### src/verilog/ttr_pkg.sv
// Constants and types for the triggered tag read reporter
package ttr_pkg;

  localparam int unsigned CNT_W          = 24;
  localparam int unsigned CLK_HZ         = 125_000_000;
  localparam int unsigned READ_CYCLE_MS  = 50;
  localparam int unsigned READ_CYCLE_CYC = CLK_HZ / 1000 * READ_CYCLE_MS;
  localparam int unsigned PULSE_MS       = 12;
  localparam int unsigned PULSE_CYC      = CLK_HZ / 1000 * PULSE_MS;
  localparam int unsigned DEBOUNCE_US    = 1000;
  localparam int unsigned DEBOUNCE_CYC   = CLK_HZ / 1_000_000 * DEBOUNCE_US;
  localparam int unsigned BASE_BAUD      = 9600;
  localparam int unsigned BIT_CYC        = CLK_HZ / BASE_BAUD;

  localparam logic [1:0] BAUD_SEL_MAX    = 2'h2;
  localparam logic [4:0] CODE_LEN_BASE   = 5'h08;
  localparam logic [2:0] CODE_LEN_DFLT   = 3'h2;
  localparam logic [4:0] POC_MSG_LEN     = 5'h10;
  localparam logic [4:0] POC_TEXT_LEN    = 5'h0e;
  localparam logic [3:0] FRAME_LAST_BIT  = 4'h9;

  localparam logic [7:0] CHAR_CR         = 8'h0d;
  localparam logic [7:0] CHAR_LF         = 8'h0a;
  localparam logic [7:0] CHAR_QMARK      = 8'h3f;
  localparam logic [7:0] CHAR_ZERO       = 8'h30;
  localparam logic [7:0] CHAR_ALPHA_OFS  = 8'h37;
  localparam logic [3:0] NIBBLE_NINE     = 4'h9;

  // Self check texts, fourteen characters each; release text is arbitrary
  localparam logic [111:0] POC_PASS_TEXT = 112'h5245_4144_4552_2052_454c_2031_2e30;
  localparam logic [111:0] POC_FAIL_TEXT = 112'h4641_494c_2020_2020_2020_2020_2020;

  typedef enum logic [1:0] {
    RD_IDLE   = 2'b01,
    RD_ACTIVE = 2'b10
  } ttr_rd_state_t;

  typedef enum logic [1:0] {
    TX_IDLE  = 2'b01,
    TX_SHIFT = 2'b10
  } ttr_tx_state_t;

  typedef struct packed {
    logic start;
    logic stop;
    logic scan;
  } ttr_host_cmd_t;

  typedef struct packed {
    logic       protocol_mode;
    logic [1:0] baud_sel;
    logic [2:0] code_length_param;
  } ttr_cfg_t;

  typedef struct packed {
    logic        valid;
    logic [63:0] code;
  } ttr_tag_t;

endpackage : ttr_pkg

### src/verilog/ttr_reporter.sv
// Triggered tag read control, completion pulse and telegram transmitter
`timescale 1ns/100ps
`default_nettype none

module ttr_reporter #(
  parameter int unsigned READ_CYCLE_CYC_P = ttr_pkg::READ_CYCLE_CYC,
  parameter int unsigned PULSE_CYC_P      = ttr_pkg::PULSE_CYC,
  parameter int unsigned DEBOUNCE_CYC_P   = ttr_pkg::DEBOUNCE_CYC,
  parameter int unsigned BIT_CYC_P        = ttr_pkg::BIT_CYC
) (
  input  wire logic                   sys_clk_i,
  input  wire logic                   sys_rst_i,
  input  wire logic                   trigger_input_a_i,
  input  wire logic                   trigger_input_b_i,
  input  wire ttr_pkg::ttr_host_cmd_t host_cmd_i,
  input  wire ttr_pkg::ttr_cfg_t      cfg_i,
  input  wire ttr_pkg::ttr_tag_t      tag_i,
  input  wire logic                   self_check_pass_i,
  output logic                        read_active_o,
  output logic                        antenna_sel_o,
  output logic                        read_done_pulse_o,
  output logic                        ser_tx_o
);

  typedef logic [ttr_pkg::CNT_W-1:0] ttr_cnt_t;

  localparam ttr_cnt_t RD_CYC  = ttr_cnt_t'(READ_CYCLE_CYC_P);
  localparam ttr_cnt_t PLS_CYC = ttr_cnt_t'(PULSE_CYC_P);
  localparam ttr_cnt_t DEB_CYC = ttr_cnt_t'(DEBOUNCE_CYC_P);
  localparam ttr_cnt_t BT_CYC  = ttr_cnt_t'(BIT_CYC_P);
  localparam ttr_cnt_t ONE     = ttr_cnt_t'(1);

  typedef struct packed {
    logic [1:0]                      sync1;
    logic [1:0]                      sync2;
    logic [1:0]                      trig;
    logic [1:0][ttr_pkg::CNT_W-1:0]  deb_cnt;
    ttr_pkg::ttr_rd_state_t          rd;
    logic                            ant;
    logic [ttr_pkg::CNT_W-1:0]       cyc_cnt;
    logic                            first_cycle;
    logic                            stop_pend;
    logic                            have_code;
    logic [63:0]                     code;
    logic                            pulse;
    logic [ttr_pkg::CNT_W-1:0]       pulse_cnt;
    logic                            poc_pend;
    logic                            tel_pend;
    logic                            msg_busy;
    logic                            msg_poc;
    logic                            poc_ok;
    logic [4:0]                      char_idx;
    ttr_pkg::ttr_tx_state_t          tx;
    logic [9:0]                      shreg;
    logic [3:0]                      bit_idx;
    logic [ttr_pkg::CNT_W-1:0]       baud_cnt;
    logic                            txd;
  } ttr_state_t;

  localparam ttr_state_t ST_RST = '{
    rd:       ttr_pkg::RD_IDLE,
    tx:       ttr_pkg::TX_IDLE,
    txd:      1'b1,
    poc_pend: 1'b1,
    default:  '0
  };

  ttr_state_t q;
  ttr_state_t n;

  // Character at a message position
  function automatic logic [7:0] msg_char(
    input logic        power_on_self_check,
    input logic        poc_ok,
    input logic [4:0]  idx,
    input logic [4:0]  len,
    input logic        have_code,
    input logic [63:0] code
  );
    logic [111:0] text;
    logic [4:0]   nib_idx;
    logic [63:0]  shifted;
    logic [3:0]   nib;
    logic [7:0]   ch;
    text    = poc_ok ? ttr_pkg::POC_PASS_TEXT : ttr_pkg::POC_FAIL_TEXT;
    nib_idx = 5'(len - 5'h03 - idx);
    shifted = code >> {nib_idx, 2'b00};
    nib     = shifted[3:0];
    ch      = ttr_pkg::CHAR_CR;
    if (idx == 5'(len - 5'h01)) begin
      ch = ttr_pkg::CHAR_LF;
    end else if (idx == 5'(len - 5'h02)) begin
      ch = ttr_pkg::CHAR_CR;
    end else if (power_on_self_check) begin
      ch = text[8 * (ttr_pkg::POC_TEXT_LEN - 5'h01 - idx) +: 8];
    end else if (!have_code) begin
      ch = ttr_pkg::CHAR_QMARK;
    end else if (nib > ttr_pkg::NIBBLE_NINE) begin
      ch = 8'(nib) + ttr_pkg::CHAR_ALPHA_OFS;
    end else begin
      ch = 8'(nib) + ttr_pkg::CHAR_ZERO;
    end
    return ch;
  endfunction : msg_char

  always_comb begin
    logic [1:0]                rise;
    logic [1:0]                fall;
    logic [1:0]                bsel;
    logic [ttr_pkg::CNT_W-1:0] bit_cyc;
    logic [4:0]                len;
    logic                      cyc_end;
    rise    = 2'b00;
    fall    = 2'b00;
    len     = '0;
    cyc_end = 1'b0;
    bsel    = (cfg_i.baud_sel > ttr_pkg::BAUD_SEL_MAX) ? ttr_pkg::BAUD_SEL_MAX
                                                       : cfg_i.baud_sel;
    bit_cyc = BT_CYC >> bsel;
    n       = q;

    // Two stage synchroniser then debounce
    n.sync1 = {trigger_input_b_i, trigger_input_a_i};
    n.sync2 = q.sync1;
    for (int k = 0; k < 2; k++) begin
      if (q.sync2[k] == q.trig[k]) begin
        n.deb_cnt[k] = '0;
      end else if (q.deb_cnt[k] >= DEB_CYC - ONE) begin
        n.deb_cnt[k] = '0;
        n.trig[k]    = q.sync2[k];
        rise[k]      = q.sync2[k];
        fall[k]      = ~q.sync2[k];
      end else begin
        n.deb_cnt[k] = q.deb_cnt[k] + ONE;
      end
    end

    // Read control
    cyc_end = (q.cyc_cnt == RD_CYC - ONE);
    case (q.rd)
      ttr_pkg::RD_IDLE: begin
        if (rise[0] || rise[1] || host_cmd_i.start) begin
          n.rd          = ttr_pkg::RD_ACTIVE;
          n.ant         = ~rise[0] & rise[1];
          n.cyc_cnt     = '0;
          n.first_cycle = 1'b1;
          n.stop_pend   = 1'b0;
          n.have_code   = 1'b0;
        end
      end
      ttr_pkg::RD_ACTIVE: begin
        n.cyc_cnt = cyc_end ? '0 : q.cyc_cnt + ONE;
        if (cyc_end) begin
          n.first_cycle = 1'b0;
        end
        if (tag_i.valid) begin
          n.rd        = ttr_pkg::RD_IDLE;
          n.have_code = 1'b1;
          n.code      = tag_i.code;
        end else if (fall[0] || fall[1]) begin
          n.rd = ttr_pkg::RD_IDLE;
        end else if (cyc_end && q.stop_pend) begin
          n.rd = ttr_pkg::RD_IDLE;
        end else if (host_cmd_i.stop) begin
          if (q.first_cycle && !cyc_end) begin
            n.stop_pend = 1'b1;
          end else begin
            n.rd = ttr_pkg::RD_IDLE;
          end
        end
      end
      default: begin
        n.rd = ttr_pkg::RD_IDLE;
      end
    endcase

    // Completion pulse, length scaled by bit rate
    if (q.pulse) begin
      n.pulse_cnt = q.pulse_cnt - ONE;
      if (q.pulse_cnt <= ONE) begin
        n.pulse = 1'b0;
      end
    end
    if (fall[0] || fall[1]) begin
      n.pulse     = 1'b1;
      n.pulse_cnt = PLS_CYC >> bsel;
    end

    // Message sequencer
    len = q.msg_poc ? ttr_pkg::POC_MSG_LEN
                    : 5'(ttr_pkg::CODE_LEN_BASE + 5'(cfg_i.code_length_param) + 5'h02);
    if (!q.msg_busy && q.tx == ttr_pkg::TX_IDLE) begin
      if (q.poc_pend) begin
        n.msg_busy = 1'b1;
        n.msg_poc  = 1'b1;
        n.poc_ok   = self_check_pass_i;
        n.char_idx = '0;
        n.poc_pend = 1'b0;
      end else if (q.tel_pend) begin
        n.msg_busy = 1'b1;
        n.msg_poc  = 1'b0;
        n.char_idx = '0;
        n.tel_pend = 1'b0;
      end
    end
    if (fall[0] && !cfg_i.protocol_mode) begin
      n.tel_pend = 1'b1;
    end
    if (host_cmd_i.scan && cfg_i.protocol_mode) begin
      n.tel_pend = 1'b1;
    end

    // Serial transmitter, free running without handshake
    case (q.tx)
      ttr_pkg::TX_IDLE: begin
        n.txd = 1'b1;
        if (q.msg_busy) begin
          n.shreg    = {1'b1,
                        msg_char(q.msg_poc, q.poc_ok, q.char_idx, len, q.have_code, q.code),
                        1'b0};
          n.txd      = 1'b0;
          n.tx       = ttr_pkg::TX_SHIFT;
          n.bit_idx  = '0;
          n.baud_cnt = '0;
          if (q.char_idx == 5'(len - 5'h01)) begin
            n.msg_busy = 1'b0;
          end else begin
            n.char_idx = q.char_idx + 5'h01;
          end
        end
      end
      ttr_pkg::TX_SHIFT: begin
        n.baud_cnt = q.baud_cnt + ONE;
        if (q.baud_cnt >= bit_cyc - ONE) begin
          n.baud_cnt = '0;
          if (q.bit_idx == ttr_pkg::FRAME_LAST_BIT) begin
            n.tx  = ttr_pkg::TX_IDLE;
            n.txd = 1'b1;
          end else begin
            n.bit_idx = q.bit_idx + 4'h1;
            n.shreg   = {1'b1, q.shreg[9:1]};
            n.txd     = q.shreg[1];
          end
        end
      end
      default: begin
        n.tx  = ttr_pkg::TX_IDLE;
        n.txd = 1'b1;
      end
    endcase
  end

  always_ff @(posedge sys_clk_i or posedge sys_rst_i) begin
    if (sys_rst_i) begin
      q <= ST_RST;
    end else begin
      q <= n;
    end
  end

  assign read_active_o     = (q.rd == ttr_pkg::RD_ACTIVE);
  assign antenna_sel_o     = q.ant;
  assign read_done_pulse_o = q.pulse;
  assign ser_tx_o          = q.txd;

endmodule : ttr_reporter

`default_nettype wire

### config.mk
export PLATFORM = sky130hd
export DESIGN_NAME = ttr_reporter
export DESIGN_NICKNAME = d
export VERILOG_FILES = /design/src/verilog/ttr_pkg.sv /design/src/verilog/ttr_reporter.sv
export SDC_FILE = /design/constraint.sdc
export NUM_CORES = 1
export LEC_CHECK = 0
export BUFFER_PORTS_ARGS = -buffer_cell sky130_fd_sc_hd__clkbuf_2
export CAP_MARGIN = 20
export CORE_ASPECT_RATIO = 1.75
export CORE_MARGIN = 2
export CORE_UTILIZATION = 40
export DETAILED_ROUTE_END_ITERATION = 8
export SYNTH_ARGS = -nofsm -noshare
export SYNTH_HDL_FRONTEND = slang
export SYNTH_SLANG_ARGS = --single-unit
### constraint.sdc
create_clock -name sys_clk_i -period 20.4 [get_ports sys_clk_i]
set_input_delay 1.02 -clock sys_clk_i [delete_from_list [all_inputs] [get_ports sys_clk_i]]
set_output_delay 1.02 -clock sys_clk_i [all_outputs]
set_load 0.1 [all_outputs]
=== After elaboration in Yosys (flattened, before gate mapping) ===
Index checks and enable logic that the tools add are counted.

* Add/sub/neg operators: 17
* Order comparisons: 6
* Eq/ne operators: 25
* Shift-type cells: 4
* Multiplexer cells: 61
* Bitwise operators: 6
* Reductions and logical operators: 31

{| class="wikitable"
|+ Operator list
! kind !! number
|-
| 24-bit two-way mux || 5
|-
| 112-bit by 33-bit indexed part select with 8-bit output || 1
|-
| 109-bit two-way mux || 1
|-
| 24-bit by 1-bit adder with 24-bit output, second input constant || 4
|-
| 38-bit one-hot mux with 2 select lines || 1
|-
| 65-bit two-way mux || 1
|-
| 64-bit by 7-bit >> shifter with 4-bit output || 1
|-
| 27-bit one-hot mux with 2 select lines || 1
|-
| 25-bit two-way mux || 2
|-
| 24-bit by 17-bit greater-or-equal comparator with 1-bit output, second input constant || 2
|-
| 24-bit by 1-bit subtractor with 24-bit output, second input constant || 2
|-
| 46-bit two-way mux || 1
|-
| 41-bit two-way mux || 1
|-
| 30-bit two-way mux || 1
|-
| 5-bit two-way mux || 5
|-
| 24-bit by 23-bit == test with 1-bit output, second input constant || 1
|-
| 24-bit greater-or-equal comparator || 1
|-
| 24-bit by 1-bit less-or-equal comparator with 1-bit output, second input constant || 1
|-
| 8-bit two-way mux || 3
|-
| 14-bit by 2-bit >> shifter with 24-bit output, first input constant || 1
|-
| 21-bit by 2-bit >> shifter with 24-bit output, first input constant || 1
|-
| 1-bit two-way mux || 23
|-
| 2-bit inequality test, second input constant || 10
|-
| 2-bit two-way mux || 9
|-
| other kinds (36) || 71
|}

* Flip-flop bits (word level): 224
* Input bits: 79
* Output and inout bits: 4
* Word-level logic and storage cells: 176

=== Logic depth before layout (Yosys ltp) ===
* Word-level depth: 14
* Mapped depth: 18

=== Worst setup path after synthesis ===
OpenSTA, ideal clock, no wires.

* Path type: input port to flip-flop
* Start point: in cfg_i[1] (netlist name)
* End point: reg q[33] (netlist name)
* Arrival time: 4,820 ps
* Required time: 20,277 ps
* Path slack: 15,457 ps
* Cell stages on the path: 16
* Path buffers: 1
* Cells stage by stage: or2_2 -> ha_1 -> inv_1 -> ha_1 -> fa_1 -> clkbuf_1 -> mux4_2 -> mux4_2 -> nand2_1 -> inv_1 -> ha_1 -> nor2_1 -> o21ai_0 -> and4_1 -> or4b_1 -> o221a_2

* Word-level cells in the longest chain between the ends: 14

{| class="wikitable"
|+ Ends and longest elaborated chain
! element !! RTL line !! text
|-
| start: declaration || ttr_reporter.sv:16 || <nowiki>input wire ttr_pkg::ttr_cfg_t cfg_i,</nowiki>
|-
| 4-bit by 3-bit adder with 5-bit output (*) || ttr_reporter.sv:191 || <nowiki>: 5'(ttr_pkg::CODE_LEN_BASE + 5'(cfg_i.code_length_param) + 5'h02);</nowiki>
|-
| 5-bit by 2-bit adder with 5-bit output (*) || ttr_reporter.sv:191 ||
|-
| 5-bit two-way mux (*) || ttr_reporter.sv:190 || <nowiki>len = q.msg_poc ? ttr_pkg::POC_MSG_LEN</nowiki>
|-
| 5-bit by 2-bit subtractor with 5-bit output || ttr_reporter.sv:86 || <nowiki>nib_idx = 5'(len - 5'h03 - idx);</nowiki>
|-
| 5-bit subtractor || ttr_reporter.sv:86 ||
|-
| 64-bit by 7-bit >> shifter with 4-bit output || ttr_reporter.sv:87 || <nowiki>shifted = code >> {nib_idx, 2'b00};</nowiki>
|-
| 4-bit by 6-bit adder with 7-bit output, or another cell as far along || ttr_reporter.sv:101 || <nowiki>ch = 8'(nib) + ttr_pkg::CHAR_ZERO;</nowiki>
|-
| 7-bit two-way mux || ttr_reporter.sv:98 || <nowiki>end else if (nib > ttr_pkg::NIBBLE_NINE) begin</nowiki>
|-
| 7-bit two-way mux || ttr_reporter.sv:96 || <nowiki>end else if (!have_code) begin</nowiki>
|-
| 8-bit two-way mux || ttr_reporter.sv:94 || <nowiki>end else if (power_on_self_check) begin</nowiki>
|-
| 8-bit two-way mux || ttr_reporter.sv:92 || <nowiki>end else if (idx == 5'(len - 5'h02)) begin</nowiki>
|-
| 8-bit two-way mux (*) || ttr_reporter.sv:90 || <nowiki>if (idx == 5'(len - 5'h01)) begin</nowiki>
|-
| 46-bit two-way mux (*) || ttr_reporter.sv:217 || <nowiki>if (q.msg_busy) begin</nowiki>
|-
| 38-bit one-hot mux with 2 select lines (*) || ttr_reporter.sv:214 || <nowiki>case (q.tx)</nowiki>
|-
| end signal: assignment || ttr_reporter.sv:257 || <nowiki>q <= n;</nowiki>
|-
| end: declaration || ttr_reporter.sv:68 || <nowiki>ttr_state_t q;</nowiki>
|}

Mark *: on every way between the ends. The rest lies on a longest branch, timed or not. The select of a mux whose other input is x is not followed.
A chain may end at the register's enable or synchronous reset.

=== Final worst setup path ===
* Start point: reg q[47] (netlist name)
* End point: reg q[33] (netlist name)

* Word-level cells in the longest chain between the ends: 12

{| class="wikitable"
|+ Ends and longest elaborated chain
! element !! RTL line
|-
| 5-bit two-way mux || ttr_reporter.sv:190
|-
| 5-bit by 2-bit subtractor with 5-bit output || ttr_reporter.sv:86
|-
| 5-bit subtractor || ttr_reporter.sv:86
|-
| 64-bit by 7-bit >> shifter with 4-bit output || ttr_reporter.sv:87
|-
| 4-bit by 6-bit adder with 7-bit output, or another cell as far along || ttr_reporter.sv:101
|-
| 7-bit two-way mux || ttr_reporter.sv:98
|-
| 7-bit two-way mux || ttr_reporter.sv:96
|-
| 8-bit two-way mux || ttr_reporter.sv:94
|-
| 8-bit two-way mux || ttr_reporter.sv:92
|-
| 8-bit two-way mux (*) || ttr_reporter.sv:90
|-
| 46-bit two-way mux (*) || ttr_reporter.sv:217
|-
| 38-bit one-hot mux with 2 select lines (*) || ttr_reporter.sv:214
|}

Marked as above.

==> summary.txt <==
Top fanout value on the critical path = 16
CTS buffer count = 22
Area of the die = 30,600 sq um
Die Y-Extent = 230 um
Fmax achieved = 208 MHz
Area growth syn-to-layout = 14.1%
Largest buffer count on any clock path = 3
Root buffer selected by CTS = sky130_fd_sc_hd__clkbuf_16
Number of buffers inserted by post-CTS setup repair = 0
Largest net degree at the start of global routing = 149
Total count of hold-check failures in the final report = 0
Global-route total usage across every layer = 0.176
Peak supply drop = 0.0000820 V
Critical Path Start Type = register
CTS H-tree depth = 1
Status = completed
Number of antenna repair diodes = 0
Class of the most critical hold timing path = reg -> reg
Grt ovf = 0
TritonCTS clock tree = yes
Average detailed-routed wire length per instance = 16.4 um
Detailed-router iteration count before antenna repair = 5
Count of nets left with antenna violations after detail routing = 0
Average vias per placed instance = 5.39
Sequential fraction of the synthesis area = 0.479
DRC = 0
Min Hold Slack = 0.354 ns
Critical Path End Type = register
First-pass GRT wire length = 43.9 mm
Accumulated negative setup slack = 0 ns
Post-Route Skew = 0.0147 ns
IO Pins = 83
Via count of the first global-routing pass = 8,849
Max-cap viol count = 0
Actual transition at the worst max-transition pin = 0.972 ns
Antenna violations before repair = 0
Share of the core filled with cells in the final layout = 0.464
Die Span X = 133 um
Count of unique library cells instantiated by Yosys = 71
Primary flip-flop cell chosen by synthesis mapping = sky130_fd_sc_hd__dfrtp_1
Number of pins exceeding their max-slew limit in the final report = 0
Unrepaired setup endpoints after global routing = no
EDFF count, synth = 0
Source-to-sink clock delay at the later pin of the worst-skew pair = 0.53 ns
Std cell rows = 82
Data required time at the worst endpoint = 20.81 ns
Final critical delay including setup and external delays = 4.81 ns
Post_cts resized = 0
Detailed-placement wirelength estimate = 18.9 mm
Post-Synthesis Cell Area = 11,700 sq um
Setup violations, final = 0
Final cycle utilization of the critical path = 0.236
Count of hold-fix buffers inserted at cts = 0
Gpl congestion = 0.857
Fraction of final layout cells with drive strength greater than 1 = 0.181
Core region area = 28,600 sq um
Via count of the routed design = 8,617
Sinks on the clock net = 223
Starting Density = 0.407
WP data arrival = 5.22 ns
Violation count after the first detailed-route iteration = 440
Start-to-end type of the worst setup path = reg -> reg
Total power density per cell area = 102 nW/um^2
Number of input and output port buffers inserted = 82
Static leakage = 5.86 nW
Share of synthesized flip-flops with an asynchronous set or reset = 1.00
Slew Limit Headroom = 0.352
Net count of the finished layout = 1,324
Number of storage elements in the synthesis netlist = 223
Clock slew seen by the registers of the worst setup and hold paths = 0.07 ns
Routed wire length = 26.2 mm
Syn Area/Cell = 10.4 sq um
Number of instances in the synthesized netlist = 1,117
Warnings from Yosys = 0
cell usage after synthesis (20+ instances only):
library cell | n | area share
sky130_fd_sc_hd__nor2_1 | 121 | 0.039
sky130_fd_sc_hd__ha_1 | 40 | 0.043
sky130_fd_sc_hd__clkbuf_1 | 38 | 0.012
sky130_fd_sc_hd__inv_1 | 45 | 0.014
sky130_fd_sc_hd__nand3_1 | 32 | 0.014
sky130_fd_sc_hd__nand2_1 | 82 | 0.026
sky130_fd_sc_hd__and3_1 | 20 | 0.011
sky130_fd_sc_hd__nor3_1 | 23 | 0.0099
sky130_fd_sc_hd__o21ai_0 | 59 | 0.025
sky130_fd_sc_hd__a21oi_1 | 48 | 0.021
sky130_fd_sc_hd__xnor2_1 | 37 | 0.028
sky130_fd_sc_hd__xor2_1 | 39 | 0.029
sky130_fd_sc_hd__dfrtp_1 | 219 | 0.47
sky130_fd_sc_hd__mux2_2 | 67 | 0.065
cell usage in the layout (no fill, tap or decap), types with 8 or more instances in the layout:
cell type	Yosys	final
sky130_fd_sc_hd__dfrtp_1	219	219
sky130_fd_sc_hd__nor2_1	121	121
sky130_fd_sc_hd__clkbuf_2	0	82
sky130_fd_sc_hd__nand2_1	82	81
sky130_fd_sc_hd__mux2_2	67	67
sky130_fd_sc_hd__o21ai_0	59	59
sky130_fd_sc_hd__a21oi_1	48	48
sky130_fd_sc_hd__inv_1	45	44
sky130_fd_sc_hd__ha_1	40	40
sky130_fd_sc_hd__xor2_1	39	39
sky130_fd_sc_hd__xnor2_1	37	37
sky130_fd_sc_hd__nand3_1	32	32
sky130_fd_sc_hd__nor3_1	23	23
sky130_fd_sc_hd__clkbuf_16	0	22
sky130_fd_sc_hd__and3_1	20	20
sky130_fd_sc_hd__nor2b_1	18	18
sky130_fd_sc_hd__nand4_1	18	18
sky130_fd_sc_hd__a31oi_1	18	18
sky130_fd_sc_hd__nor4_1	16	16
sky130_fd_sc_hd__conb_1	1	14
sky130_fd_sc_hd__mux4_2	13	13
sky130_fd_sc_hd__nand2b_1	12	12
sky130_fd_sc_hd__a21o_1	10	10
sky130_fd_sc_hd__mux2i_1	10	10
sky130_fd_sc_hd__o31ai_1	8	8
sky130_fd_sc_hd__buf_4	0	8
cell families (layout without fill, tap and decap cells):
kind of cell / after synthesis / after routing / synth area share
other: 1 / 14 / 0.000322
AOI/OAI and AO/OA: 209 / 209 / 0.114
muxes: 97 / 97 / 0.114
and+or+nand+nor: 384 / 384 / 0.161
DFF: 223 / 223 / 0.479
adders and majority gates: 41 / 41 / 0.0447
buffers and inverters: 86 / 176 / 0.0291
xor gates and xnor gates: 76 / 76 / 0.0571
metrics by stage:
step	power (W)	cell area, sq um	std cells	setup WS (ns)
6_report	0.00136	13300	1598	15.59
5_1_grt	0.00144	13300	1598	15.33
4_1_cts	0.00138	13300	1597	15.58
2_1_floorplan	0.000833	11700	1130	13.28
3_3_place_gp	0.000920	12500	1557	15.24
3_5_place_dp	0.000932	12500	1557	15.11
flip-flops by register name, indices dropped and copies added (netlist names):
name and cells:
ser_tx_o 1, antenna_sel_o 1, q 218, n 2, read_done_pulse_o 1
worst paths after layout:
kind | from | to | slack (ns) | cells after the start
hold reg to reg | n[221] | q[221] | 0.35 | 0
setup reg to reg | q[47] | q[33] | 15.59 | 15
hold / removal | n[221] | q[221] | 0.35 | 0
min in group asynchronous | sys_rst_i | q[58] | 0.41 | 2
setup / recovery | q[47] | q[33] | 15.59 | 15
max in group asynchronous | sys_rst_i | q[104] | 18.80 | 3
report_power, final:
group / switching, W / internal (W)
combinational: 0.000152 / 0.000165
sequential: 0.0000736 / 0.000531
clock: 0.000179 / 0.000259
worst max-delay path: stages (launching register included):
cell and delay (ns):
sky130_fd_sc_hd__dfrtp_1 0.58, sky130_fd_sc_hd__or2_2 0.43, sky130_fd_sc_hd__ha_1 0.28, sky130_fd_sc_hd__inv_1 0.05, sky130_fd_sc_hd__ha_1 0.22, sky130_fd_sc_hd__fa_1 0.77
sky130_fd_sc_hd__mux4_2 0.38, sky130_fd_sc_hd__mux4_2 0.51, sky130_fd_sc_hd__nand2_1 0.12, sky130_fd_sc_hd__inv_1 0.05, sky130_fd_sc_hd__ha_1 0.17, sky130_fd_sc_hd__nor2_1 0.20
sky130_fd_sc_hd__o21ai_0 0.10, sky130_fd_sc_hd__and4_1 0.19, sky130_fd_sc_hd__or4b_1 0.50, sky130_fd_sc_hd__o221a_2 0.14
area by class of cell:
cell class              count  area, sq um
inverters                  45          176
clock buffers              28          593
multi-input cells         821         5790
clock inverters            12          183
well taps                 378          473
fillers                  2680        15300
repair buffers             91          498
flip-flops and latches    223         5590
layer usage:
| metal | up-vias | part of all wire | track usage |
|---|---|---|---|
| met5 | - | 0 | 0 |
| met4 | 0 | 0.047 | 0.0853 |
| met3 | 66 | 0.035 | 0.0227 |
| met2 | 165 | 0.52 | 0.328 |
| met1 | 4227 | 0.39 | 0.196 |
| li1 | 4159 | - | - |
Power figures use the tool's default switching activity.
